`config.mk`:
```
export PLATFORM = sky130hd
export DESIGN_NAME = p4t_tug3_adaptation_sink
export DESIGN_NICKNAME = d
export VERILOG_FILES = /design/src/p4t_pkg.sv /design/src/p4t_tug3_adaptation_sink.sv
export SDC_FILE = /design/constraint.sdc
export NUM_CORES = 1
export LEC_CHECK = 0
export ABC_AREA = 0
export BUFFER_PORTS_ARGS = -buffer_cell sky130_fd_sc_hd__buf_4
export CAP_MARGIN = 20
export CORE_MARGIN = 2
export CORE_UTILIZATION = 25
export CTS_CLUSTER_DIAMETER = 60
export DETAILED_ROUTE_END_ITERATION = 8
export PLACE_DENSITY_LB_ADDON = 0.25
export RECOVER_POWER = 25
export SYNTH_ARGS = -nofsm -noshare
export SYNTH_HDL_FRONTEND = slang
export SYNTH_SLANG_ARGS = --single-unit
```
`constraint.sdc`:
```
create_clock -name sys_clk -period 2.55 [get_ports sys_clk]
set_input_delay 0.255 -clock sys_clk [delete_from_list [all_inputs] [get_ports sys_clk]]
set_output_delay 0.255 -clock sys_clk [all_outputs]
set_load 0.005 [all_outputs]
```
`src/p4t_pkg.sv`:
```
// Purpose: Shared constants and types for the path-to-TUG-3 sink adaptation
// Assumes: AXI4-Lite with 32-bit data, byte addresses on word boundaries
// Notes:   All offsets, field positions and codes live here except OH_POS, a module parameter
`default_nettype none
package p4t_pkg;
  // Register byte offsets
  localparam logic [7:0] ADDR_CTRL     = 8'h00;
  localparam logic [7:0] ADDR_STATUS   = 8'h04;
  localparam logic [7:0] ADDR_IRQ_STAT = 8'h08;
  localparam logic [7:0] ADDR_IRQ_MASK = 8'h0c;
  localparam logic [7:0] ADDR_SINK_SEL = 8'h10;
  localparam int         ADDR_W        = 8;
  localparam int         DATA_W        = 32;
  // Bus responses
  localparam logic [1:0] RESP_OKAY     = 2'h0;
  localparam logic [1:0] RESP_SLVERR   = 2'h2;
  // Control and status fields
  localparam int         CTRL_ACTIVE   = 0;
  localparam logic       CTRL_RST      = 1'h0;
  localparam int         ST_PLM        = 0;
  localparam int         ST_LOM        = 1;
  localparam int         ST_INMF       = 2;
  localparam int         ST_LBL_LO     = 4;
  localparam int         ST_LBL_HI     = 6;
  // Interrupt bit layout (status and mask)
  localparam int         IRQ_PLM       = 0;
  localparam int         IRQ_LOM       = 1;
  localparam int         IRQ_W         = 2;
  // Sink selector fields
  localparam int         SEL_K_LO      = 0;
  localparam int         SEL_K_HI      = 1;
  localparam int         SEL_L_LO      = 2;
  localparam int         SEL_L_HI      = 4;
  localparam int         SEL_M_LO      = 5;
  localparam int         SEL_M_HI      = 6;
  localparam int         SEL_VALID     = 8;
  localparam logic [1:0] TUG3_A        = 2'h0;
  localparam logic [1:0] TUG3_C        = 2'h2;
  localparam logic [2:0] TUG2_MIN      = 3'h1;
  localparam logic [2:0] TUG2_MAX_AB   = 3'h7;
  localparam logic [2:0] TUG2_MAX_C    = 3'h5;
  localparam logic [1:0] TU12_MIN      = 2'h1;
  localparam logic [1:0] TU12_MAX      = 2'h3;
  // Overhead byte layout, first received bit is bit 1 at position 7
  localparam int         OH_LBL_HI     = 5;
  localparam int         OH_LBL_LO     = 3;
  localparam int         OH_MF_HI      = 2;
  localparam int         OH_MF_LO      = 1;
  localparam int         OH_BITS       = 8;
  localparam logic [2:0] LABEL_EXPECTED = 3'h4;
  localparam logic [1:0] MF_CODE_LAST  = 2'h0;
  localparam logic [1:0] MF_CODE_STEP  = 2'h1;
  localparam logic [2:0] MF_ALIGN_FRAMES = 3'h4;
  // Timing
  localparam int         CLK_MHZ       = 200;
  localparam int         LOM_TIME_US   = 3000;
  localparam int         LOM_CYCLES    = LOM_TIME_US * CLK_MHZ;
  // Multiframe alignment states
  typedef enum logic {MF_OUT, MF_IN} p4t_mf_state_t;
endpackage : p4t_pkg
`default_nettype wire

```
`src/p4t_tug3_adaptation_sink.sv`:
```
// Purpose: Path payload to TUG-3 sink adaptation with label and multiframe
// Assumes: Link clock well below sys_clk; it is sampled, not used as clock
// Notes:   Registers over AXI4-Lite; one level interrupt
//
// Implementation choices: the placing of the registers and the AXI4-Lite interface to the registers.
`default_nettype none
module p4t_tug3_adaptation_sink #(
  parameter int LOM_CNT    = p4t_pkg::LOM_CYCLES,
  parameter int ACCEPT_FRM = 5,
  parameter int OH_POS     = 16,
  parameter int CNT_W      = 16
) (
  // Clock and reset
  input  wire logic                        sys_clk,
  input  wire logic                        srst,
  // Incoming path stream (asynchronous pins)
  input  wire logic                        p4sClk,
  input  wire logic                        p4sData,
  input  wire logic                        p4sFrameStart,
  input  wire logic                        incomingTrailFail,
  // Outgoing TUG-3 stream
  output logic                             tug3Clk,
  output logic                             tug3Data,
  output logic                             tug3FrameStart,
  output logic                             multiframeStartOut,
  output logic                             tu3ServerFailOut,
  output logic                             tug2ServerFailOut,
  // Lower-order sink selector
  output logic [1:0]                       loSinkTug3,
  output logic [2:0]                       loSinkTug2,
  output logic [1:0]                       loSinkTu12,
  output logic                             loSinkValid,
  // AXI4-Lite slave
  input  wire logic [p4t_pkg::ADDR_W-1:0]  s_axi_awaddr,
  input  wire logic                        s_axi_awvalid,
  output logic                             s_axi_awready,
  input  wire logic [p4t_pkg::DATA_W-1:0]  s_axi_wdata,
  input  wire logic [3:0]                  s_axi_wstrb,
  input  wire logic                        s_axi_wvalid,
  output logic                             s_axi_wready,
  output logic [1:0]                       s_axi_bresp,
  output logic                             s_axi_bvalid,
  input  wire logic                        s_axi_bready,
  input  wire logic [p4t_pkg::ADDR_W-1:0]  s_axi_araddr,
  input  wire logic                        s_axi_arvalid,
  output logic                             s_axi_arready,
  output logic [p4t_pkg::DATA_W-1:0]       s_axi_rdata,
  output logic [1:0]                       s_axi_rresp,
  output logic                             s_axi_rvalid,
  input  wire logic                        s_axi_rready,
  // Interrupt
  output logic                             irq
);
  import p4t_pkg::*;

  localparam int LT_W = $clog2(LOM_CNT + 1);

  // Elaboration checks
  if (ACCEPT_FRM < 1 || ACCEPT_FRM > 15) begin : g_chk_acc
    $error("ACCEPT_FRM must be 1 to 15");
  end
  if (LOM_CNT < 1 || OH_POS + OH_BITS >= (1 << CNT_W)) begin : g_chk_cnt
    $error("LOM_CNT or OH_POS out of range");
  end

  // Two-stage synchronisers for the four pins
  logic [3:0] syncA_reg;
  logic [3:0] syncB_reg;
  logic       clkPrev_reg;
  always_ff @(posedge sys_clk) begin
    if (srst) begin
      syncA_reg   <= 4'h0;
      syncB_reg   <= 4'h0;
      clkPrev_reg <= 1'b0;
    end else begin
      syncA_reg   <= {incomingTrailFail, p4sFrameStart, p4sData, p4sClk};
      syncB_reg   <= syncA_reg;
      clkPrev_reg <= syncB_reg[0];
    end
  end
  logic linkRise;
  logic dataBit;
  logic fsBit;
  logic tsfBit;
  assign linkRise = syncB_reg[0] & ~clkPrev_reg;
  assign dataBit  = syncB_reg[1];
  assign fsBit    = syncB_reg[2];
  assign tsfBit   = syncB_reg[3];

  // Framing, alignment, label acceptance and loss timer state
  logic [CNT_W-1:0] bitCnt_reg, bitCnt_next;
  logic [7:0]       shift_reg, shift_next;
  logic [1:0]       mfCode_reg, mfCode_next;
  p4t_mf_state_t    mfState_reg, mfState_next;
  logic [2:0]       alignCnt_reg, alignCnt_next;
  logic [2:0]       lblCand_reg, lblCand_next;
  logic [3:0]       lblCnt_reg, lblCnt_next;
  logic [2:0]       lblAcc_reg, lblAcc_next;
  logic [LT_W-1:0]  lomTimer_reg, lomTimer_next;
  logic             lomDef_reg, lomDef_next;
  logic             mfsPulse_next;
  logic             active;
  logic             plmDef;

  // Next state; the overhead byte is evaluated when its last bit arrives
  always_comb begin
    logic [CNT_W-1:0] idx;
    logic [7:0]       ohByte;
    logic [3:0]       cntInc;
    idx           = '0;
    ohByte        = '0;
    cntInc        = '0;
    bitCnt_next   = bitCnt_reg;
    shift_next    = shift_reg;
    mfCode_next   = mfCode_reg;
    mfState_next  = mfState_reg;
    alignCnt_next = alignCnt_reg;
    lblCand_next  = lblCand_reg;
    lblCnt_next   = lblCnt_reg;
    lblAcc_next   = lblAcc_reg;
    mfsPulse_next = 1'b0;
    if (linkRise) begin
      idx = fsBit ? '0 : bitCnt_reg;
      if (idx != '1) begin
        bitCnt_next = idx + 1'b1;
      end
      // Start of the frame after the one carrying code 00 begins a multiframe
      if (fsBit && mfState_reg == MF_IN && mfCode_reg == MF_CODE_LAST) begin
        mfsPulse_next = 1'b1;
      end
      if (idx >= CNT_W'(OH_POS) && idx < CNT_W'(OH_POS + OH_BITS)) begin
        ohByte     = {shift_reg[6:0], dataBit};
        shift_next = ohByte;
      end
      if (idx == CNT_W'(OH_POS + OH_BITS - 1)) begin
        mfCode_next = ohByte[OH_MF_HI:OH_MF_LO];
        case (mfState_reg)
          MF_IN: begin
            if (ohByte[OH_MF_HI:OH_MF_LO] != mfCode_reg + MF_CODE_STEP) begin
              mfState_next  = MF_OUT;
              alignCnt_next = '0;
            end
          end
          MF_OUT: begin
            if (ohByte[OH_MF_HI:OH_MF_LO] == mfCode_reg + MF_CODE_STEP) begin
              if (alignCnt_reg == MF_ALIGN_FRAMES - 3'h1) begin
                mfState_next  = MF_IN;
                alignCnt_next = '0;
              end else begin
                alignCnt_next = alignCnt_reg + 3'h1;
              end
            end else begin
              alignCnt_next = '0;
            end
          end
          default: begin
            mfState_next  = MF_OUT;
            alignCnt_next = '0;
          end
        endcase
        // Label is accepted after ACCEPT_FRM identical frames
        cntInc = (lblCnt_reg == 4'hf) ? lblCnt_reg : lblCnt_reg + 4'h1;
        if (ohByte[OH_LBL_HI:OH_LBL_LO] == lblCand_reg) begin
          lblCnt_next = cntInc;
        end else begin
          lblCand_next = ohByte[OH_LBL_HI:OH_LBL_LO];
          lblCnt_next  = '0;
        end
        if (lblCnt_next == 4'(ACCEPT_FRM - 1)) begin
          lblAcc_next = ohByte[OH_LBL_HI:OH_LBL_LO];
        end
      end
    end
    // Loss timer runs only while out of alignment
    if (mfState_reg == MF_IN) begin
      lomTimer_next = '0;
      lomDef_next   = 1'b0;
    end else if (lomTimer_reg == LT_W'(LOM_CNT - 1)) begin
      lomTimer_next = lomTimer_reg;
      lomDef_next   = 1'b1;
    end else begin
      lomTimer_next = lomTimer_reg + 1'b1;
      lomDef_next   = lomDef_reg;
    end
  end

  always_ff @(posedge sys_clk) begin
    if (srst) begin
      bitCnt_reg   <= '1;
      shift_reg    <= '0;
      mfCode_reg   <= MF_CODE_LAST;
      mfState_reg  <= MF_OUT;
      alignCnt_reg <= '0;
      lblCand_reg  <= LABEL_EXPECTED;
      lblCnt_reg   <= '0;
      lblAcc_reg   <= LABEL_EXPECTED;
      lomTimer_reg <= '0;
      lomDef_reg   <= 1'b0;
    end else begin
      bitCnt_reg   <= bitCnt_next;
      shift_reg    <= shift_next;
      mfCode_reg   <= mfCode_next;
      mfState_reg  <= mfState_next;
      alignCnt_reg <= alignCnt_next;
      lblCand_reg  <= lblCand_next;
      lblCnt_reg   <= lblCnt_next;
      lblAcc_reg   <= lblAcc_next;
      lomTimer_reg <= lomTimer_next;
      lomDef_reg   <= lomDef_next;
    end
  end

  assign plmDef = (lblAcc_reg != LABEL_EXPECTED);

  // Registers: control, causes, interrupts, selector
  logic              ctrlActive_reg, ctrlActive_next;
  logic              plmCause_reg, plmCause_next;
  logic              lomCause_reg, lomCause_next;
  logic [IRQ_W-1:0]  irqStat_reg, irqStat_next;
  logic [IRQ_W-1:0]  irqMask_reg, irqMask_next;
  logic [6:0]        sinkSel_reg, sinkSel_next;
  logic              sinkOk_next;
  logic              doWrite;
  logic [ADDR_W-1:0] awAddr_reg;
  logic [DATA_W-1:0] wData_reg;
  logic [3:0]        wStrb_reg;
  assign active = ctrlActive_reg;

  // Fault causes are hidden while inactive; event bits win over clears
  always_comb begin
    logic [IRQ_W-1:0] rise;
    logic [IRQ_W-1:0] clr;
    logic [1:0]       k;
    logic [2:0]       l;
    logic [1:0]       m;
    ctrlActive_next = ctrlActive_reg;
    irqMask_next    = irqMask_reg;
    sinkSel_next    = sinkSel_reg;
    clr             = '0;
    plmCause_next   = active & plmDef & ~tsfBit;
    lomCause_next   = active & lomDef_reg & ~tsfBit & ~plmDef;
    rise            = '0;
    rise[IRQ_PLM]   = plmCause_next & ~plmCause_reg;
    rise[IRQ_LOM]   = lomCause_next & ~lomCause_reg;
    if (doWrite && wStrb_reg[0]) begin
      case (awAddr_reg)
        ADDR_CTRL:     ctrlActive_next = wData_reg[CTRL_ACTIVE];
        ADDR_IRQ_STAT: clr = wData_reg[IRQ_W-1:0];
        ADDR_IRQ_MASK: irqMask_next = wData_reg[IRQ_W-1:0];
        ADDR_SINK_SEL: sinkSel_next = wData_reg[SEL_M_HI:SEL_K_LO];
        default:       clr = '0;
      endcase
    end
    irqStat_next = (irqStat_reg & ~clr) | rise;
    // Triplet legality depends on which TUG-3 is addressed
    k = sinkSel_next[SEL_K_HI:SEL_K_LO];
    l = sinkSel_next[SEL_L_HI:SEL_L_LO];
    m = sinkSel_next[SEL_M_HI:SEL_M_LO];
    sinkOk_next = (k <= TUG3_C) && (l >= TUG2_MIN) && (m >= TU12_MIN) &&
                  (m <= TU12_MAX) &&
                  (l <= ((k == TUG3_C) ? TUG2_MAX_C : TUG2_MAX_AB));
  end

  always_ff @(posedge sys_clk) begin
    if (srst) begin
      ctrlActive_reg <= CTRL_RST;
      plmCause_reg   <= 1'b0;
      lomCause_reg   <= 1'b0;
      irqStat_reg    <= '0;
      irqMask_reg    <= '0;
      sinkSel_reg    <= '0;
      loSinkValid    <= 1'b0;
      irq            <= 1'b0;
    end else begin
      ctrlActive_reg <= ctrlActive_next;
      plmCause_reg   <= plmCause_next;
      lomCause_reg   <= lomCause_next;
      irqStat_reg    <= irqStat_next;
      irqMask_reg    <= irqMask_next;
      sinkSel_reg    <= sinkSel_next;
      loSinkValid    <= sinkOk_next;
      irq            <= |(irqStat_next & irqMask_next);
    end
  end
  assign loSinkTug3 = sinkSel_reg[SEL_K_HI:SEL_K_LO];
  assign loSinkTug2 = sinkSel_reg[SEL_L_HI:SEL_L_LO];
  assign loSinkTu12 = sinkSel_reg[SEL_M_HI:SEL_M_LO];

  // Stream outputs; pass-through costs three cycles of sys_clk latency
  always_ff @(posedge sys_clk) begin
    if (srst) begin
      tug3Clk            <= 1'b0;
      tug3Data           <= 1'b0;
      tug3FrameStart     <= 1'b0;
      multiframeStartOut <= 1'b0;
      tu3ServerFailOut   <= 1'b1;
      tug2ServerFailOut  <= 1'b1;
    end else begin
      tug3Clk            <= syncB_reg[0];
      tug3Data           <= dataBit;
      tug3FrameStart     <= fsBit;
      multiframeStartOut <= mfsPulse_next;
      tu3ServerFailOut   <= ~active | plmDef;
      tug2ServerFailOut  <= ~active | plmDef | lomDef_reg;
    end
  end

  // AXI4-Lite: address and data taken in any order, response after both
  logic awHeld_reg, awHeld_next;
  logic wHeld_reg, wHeld_next;
  logic bvalid_next;
  logic rvalid_next;
  logic [DATA_W-1:0] rdata_next;
  logic [1:0]        bresp_next, rresp_next;
  logic [ADDR_W-1:0] awAddr_next;
  logic [DATA_W-1:0] wData_next;
  logic [3:0]        wStrb_next;
  assign doWrite = awHeld_reg & wHeld_reg & ~s_axi_bvalid;

  always_comb begin
    awHeld_next = awHeld_reg;
    wHeld_next  = wHeld_reg;
    awAddr_next = awAddr_reg;
    wData_next  = wData_reg;
    wStrb_next  = wStrb_reg;
    bvalid_next = s_axi_bvalid;
    bresp_next  = s_axi_bresp;
    rvalid_next = s_axi_rvalid;
    rdata_next  = s_axi_rdata;
    rresp_next  = s_axi_rresp;
    if (s_axi_awvalid && s_axi_awready) begin
      awHeld_next = 1'b1;
      awAddr_next = s_axi_awaddr;
    end
    if (s_axi_wvalid && s_axi_wready) begin
      wHeld_next = 1'b1;
      wData_next = s_axi_wdata;
      wStrb_next = s_axi_wstrb;
    end
    if (s_axi_bvalid && s_axi_bready) begin
      bvalid_next = 1'b0;
    end
    if (doWrite) begin
      awHeld_next = 1'b0;
      wHeld_next  = 1'b0;
      bvalid_next = 1'b1;
      case (awAddr_reg)
        ADDR_CTRL, ADDR_IRQ_STAT, ADDR_IRQ_MASK,
        ADDR_SINK_SEL: bresp_next = RESP_OKAY;
        default:       bresp_next = RESP_SLVERR;
      endcase
    end
    if (s_axi_rvalid && s_axi_rready) begin
      rvalid_next = 1'b0;
    end
    if (s_axi_arvalid && s_axi_arready) begin
      rvalid_next = 1'b1;
      rdata_next  = '0;
      rresp_next  = RESP_OKAY;
      case (s_axi_araddr)
        ADDR_CTRL: rdata_next[CTRL_ACTIVE] = ctrlActive_reg;
        ADDR_STATUS: begin
          rdata_next[ST_PLM]  = plmCause_reg;
          rdata_next[ST_LOM]  = lomCause_reg;
          rdata_next[ST_INMF] = active & (mfState_reg == MF_IN);
          rdata_next[ST_LBL_HI:ST_LBL_LO] = active ? lblAcc_reg : '0;
        end
        ADDR_IRQ_STAT: rdata_next[IRQ_W-1:0] = irqStat_reg;
        ADDR_IRQ_MASK: rdata_next[IRQ_W-1:0] = irqMask_reg;
        ADDR_SINK_SEL: begin
          rdata_next[SEL_M_HI:SEL_K_LO] = sinkSel_reg;
          rdata_next[SEL_VALID]         = loSinkValid;
        end
        default: rresp_next = RESP_SLVERR;
      endcase
    end
  end

  always_ff @(posedge sys_clk) begin
    if (srst) begin
      awHeld_reg    <= 1'b0;
      wHeld_reg     <= 1'b0;
      awAddr_reg    <= '0;
      wData_reg     <= '0;
      wStrb_reg     <= '0;
      s_axi_awready <= 1'b0;
      s_axi_wready  <= 1'b0;
      s_axi_bvalid  <= 1'b0;
      s_axi_bresp   <= RESP_OKAY;
      s_axi_arready <= 1'b0;
      s_axi_rvalid  <= 1'b0;
      s_axi_rdata   <= '0;
      s_axi_rresp   <= RESP_OKAY;
    end else begin
      awHeld_reg    <= awHeld_next;
      wHeld_reg     <= wHeld_next;
      awAddr_reg    <= awAddr_next;
      wData_reg     <= wData_next;
      wStrb_reg     <= wStrb_next;
      s_axi_awready <= ~awHeld_next & ~bvalid_next;
      s_axi_wready  <= ~wHeld_next & ~bvalid_next;
      s_axi_bvalid  <= bvalid_next;
      s_axi_bresp   <= bresp_next;
      s_axi_arready <= ~rvalid_next;
      s_axi_rvalid  <= rvalid_next;
      s_axi_rdata   <= rdata_next;
      s_axi_rresp   <= rresp_next;
    end
  end
endmodule : p4t_tug3_adaptation_sink
`default_nettype wire
```
==> key figures <==
Placement
  • Final GP Congestion: 0.778
  • Port-buffer cells: 64
  • Placed inst area: 0.00645 sq mm
  • Place WS: 0.167 ns
  • Sum of net half-perimeters after detailed placement: 9.88 mm
  • # placed instances: 1006

CTS
  • CTS tree: built
  • CTS max path bufs: 2
  • Hold Buf Count CTS: 0
  • # Post-CTS Setup Buffers: 0
  • Clock Latency Late Sink: 0.41 ns
  • CTS HTree Levels: 4
  • Clock sinks: 121
  • Clock slew at reported path FFs: 0.05 ns
  • Root Driver: clkbuf_16
  • CTS Buf Count: 17

Logic synthesis
  • Mean post-synth cell area: 8.49 sq um
  • Post-Syn Instances: 656
  • Largest cells by area after synthesis: dfxtp_1 (43%), nand2_1 (6.2%), nor2_1 (4.8%), a21oi_1 (4.0%), buf_4 (3.5%)
  • Yosys reg bits: 121
  • Sequential share of the synthesized area: 43.5%
  • Top cells by count, synth: dfxtp_1 (121), nand2_1 (92), nor2_1 (71)
  • Number of synthesized flops with an enable pin: 0
  • Netlist Area Pre-Place: around 0.0056 sq mm
  • Most instantiated library cell after synthesis: dfxtp_1
  • Primary FF master, synth: dfxtp_1
  • Unique masters post-synth: slightly above 60
  • Post-synthesis cell type with the largest combined area: dfxtp_1
  • Ys async rst share: 0%
  • Yosys warns: 0
  • Yosys top cell area share: between 40 and 50%

Setup path
  • Crit path max-delay family: simple AND/OR/NAND/NOR gates
  • Critical Path RT: 2.81 ns
  • CP peak stage delay: 0.59 ns
  • CP arrival: approximately 2.6 ns
  • Crit. End Element: register
  • CP Max Fanout: 11
  • CP max-delay cell: or4_4
  • Crit path kind: register to register
  • Buffers and inverters on the worst path: 2
  • Most used cell, CP: buf_4
  • Critical path launch point type: register
  • Critical-path cell list: buf_4 -> nand4b_1 -> or4_4 -> o41a_1 -> buf_4 -> a211oi_1 -> a31oi_1

GRT
  • GRT overflow: 0
  • First-pass GRT wire length: 23.0 mm
  • Vias in the first global route: 4504
  • Tot GR Track Use: 12.0%
  • Largest net degree at the start of global routing: 28
  • Initial antenna violation count: 0

Timing
  • Worst hold margin: 0.0525 ns
  • Final Worst Setup Slack: 0.169 ns
  • Setup TNS: 0 ns
  • Worst Max-Slew Pin Slew: approximately 1.5 ns
  • Worst-case clock skew: 0.00596 ns
  • Final Max Slew Viols: 0
  • RSZ-0062 raised after global routing: false
  • Final-report setup violation count: 0
  • Post-route minimum period: approximately 2.4 ns
  • Fin. Hold Viols: 0
  • Relative slew slack: 3.10%
  • Fmax: 420 MHz
  • Fin crit share: 93.4%

Detailed routing
  • DR vias/cell: 4.60
  • Drt first pass iters: 5
  • Final ANT Viol Nets: 0
  • Initial drt markers: around 270
  • DRC: 0
  • Overall routed net length: 13.8 mm
  • Vias: 4769
  • Wire per inst: 13.3 um

Layout
  • # nets final: 815
  • Finished Layout Cells: between 1000 and 1500
  • Final non-filler cell area: approximately 0.007 sq mm
  • Largest register FFs: 20
  • Area Growth Syn to Fin: 27.3%
  • Ant diodes: 0
  • Layout cells sized above 1: 18.8%
  • Post-layout util: 32.5%

Floorplan
  • DIE AREA: 0.0235 sq mm
  • Die width: about 150 um
  • Total core area: about 0.022 sq mm
  • Die height: 153 um
  • I/O pins: ~120
  • # rows: 54
  • Initial core utilization: between 20% and 30%

Pwr
  • Pwr Total: 5.06 mW
  • VDD IR-drop max: roughly 0.00034 V
  • Pwr per Cell Area: 713 mW/mm^2
  • Leakage: approximately 2.8 nW

Flow run
  • Max-capacitance violation count: 0

Status
  • Outcome: complete, no violations

Worst hold path
  • Min-Delay Path Class: input pin to register
==> what timing repair did <==
action / CTS / global route
setup endpoints to repair: 0 / 1
gates resized for setup: 0 / 2
endpoints found under the hold margin: 0 / 0
==> cells by family after synthesis <==
| family | synth area share (%) |
|---|---|
| compound gates | 14.0 |
| xor+xnor | 2.99 |
| fa+ha+maj | 1.57 |
| buf+inv | 6.15 |
| flops | 43.5 |
| mux | 3.53 |
| other cells | 0.0673 |
| simple gates | 28.2 |
==> worst register-to-register path, cell delays in order (launching register included) <==
cell and delay (ns):
dfxtp_1 0.35, buf_4 0.20, nand4b_1 0.20, or4_4 0.59
o41a_1 0.42, buf_4 0.17, a211oi_1 0.24, a31oi_1 0.06
==> final timing paths <==
| path | from | end | slack [ns] | cells after the start |
|---|---|---|---|---|
| setup / recovery | syncB_reg[2] | bitCnt_reg[2] | 0.17 | 7 |
| hold / removal | p4sData | syncA_reg[1] | 0.05 | 2 |
| hold reg to reg | syncA_reg[0] | syncB_reg[0] | 0.44 | 1 |
| setup reg to reg | syncB_reg[2] | bitCnt_reg[2] | 0.17 | 7 |
==> cell usage in the layout (no fill, tap or decap), types with 6 or more instances in the layout <==
master	Yosys	layout
dfxtp_1	121	121
nand2_1	92	91
buf_4	26	85
nor2_1	71	71
a21oi_1	45	45
o21ai_0	28	28
nand3_1	26	26
conb_1	1	26
nor3_1	18	18
nor2b_1	19	18
clkbuf_16	0	17
mux2i_1	14	14
xor2_1	12	12
a31oi_1	10	10
inv_1	9	9
and2_1	8	8
o311ai_0	8	8
and3_1	8	8
or4_1	8	7
xnor2_1	7	7
clkbuf_8	0	7
nand3b_1	6	6
nand4_1	6	6
ha_1	7	6
clkbuf_1	15	6
clkbuf_4	0	6
==> metal layers <==
layer	global-route usage (%)	wire, um
met1	16.2	6910
met2	18.3	5990
met4	4.14	173
met3	3.43	759
met5	0	0
==> area by class of cell <==
class,count,area (sq um)
multi-input combinational,498,2920
clock buffer,25,526
inverter,10,37.5
fill,2288,14700
sequential,121,2420
timing repair buffer,97,707
tap,280,350
clock inverter,6,133
==> report_power, final <==
part / total (mW) / switching, mW / internal, mW
sequential: 2.00 / 0.0524 / 1.94
combinational: 0.412 / 0.222 / 0.190
clock: 2.65 / 0.837 / 1.81
Note: power is estimated with default switching activity, not from simulation.
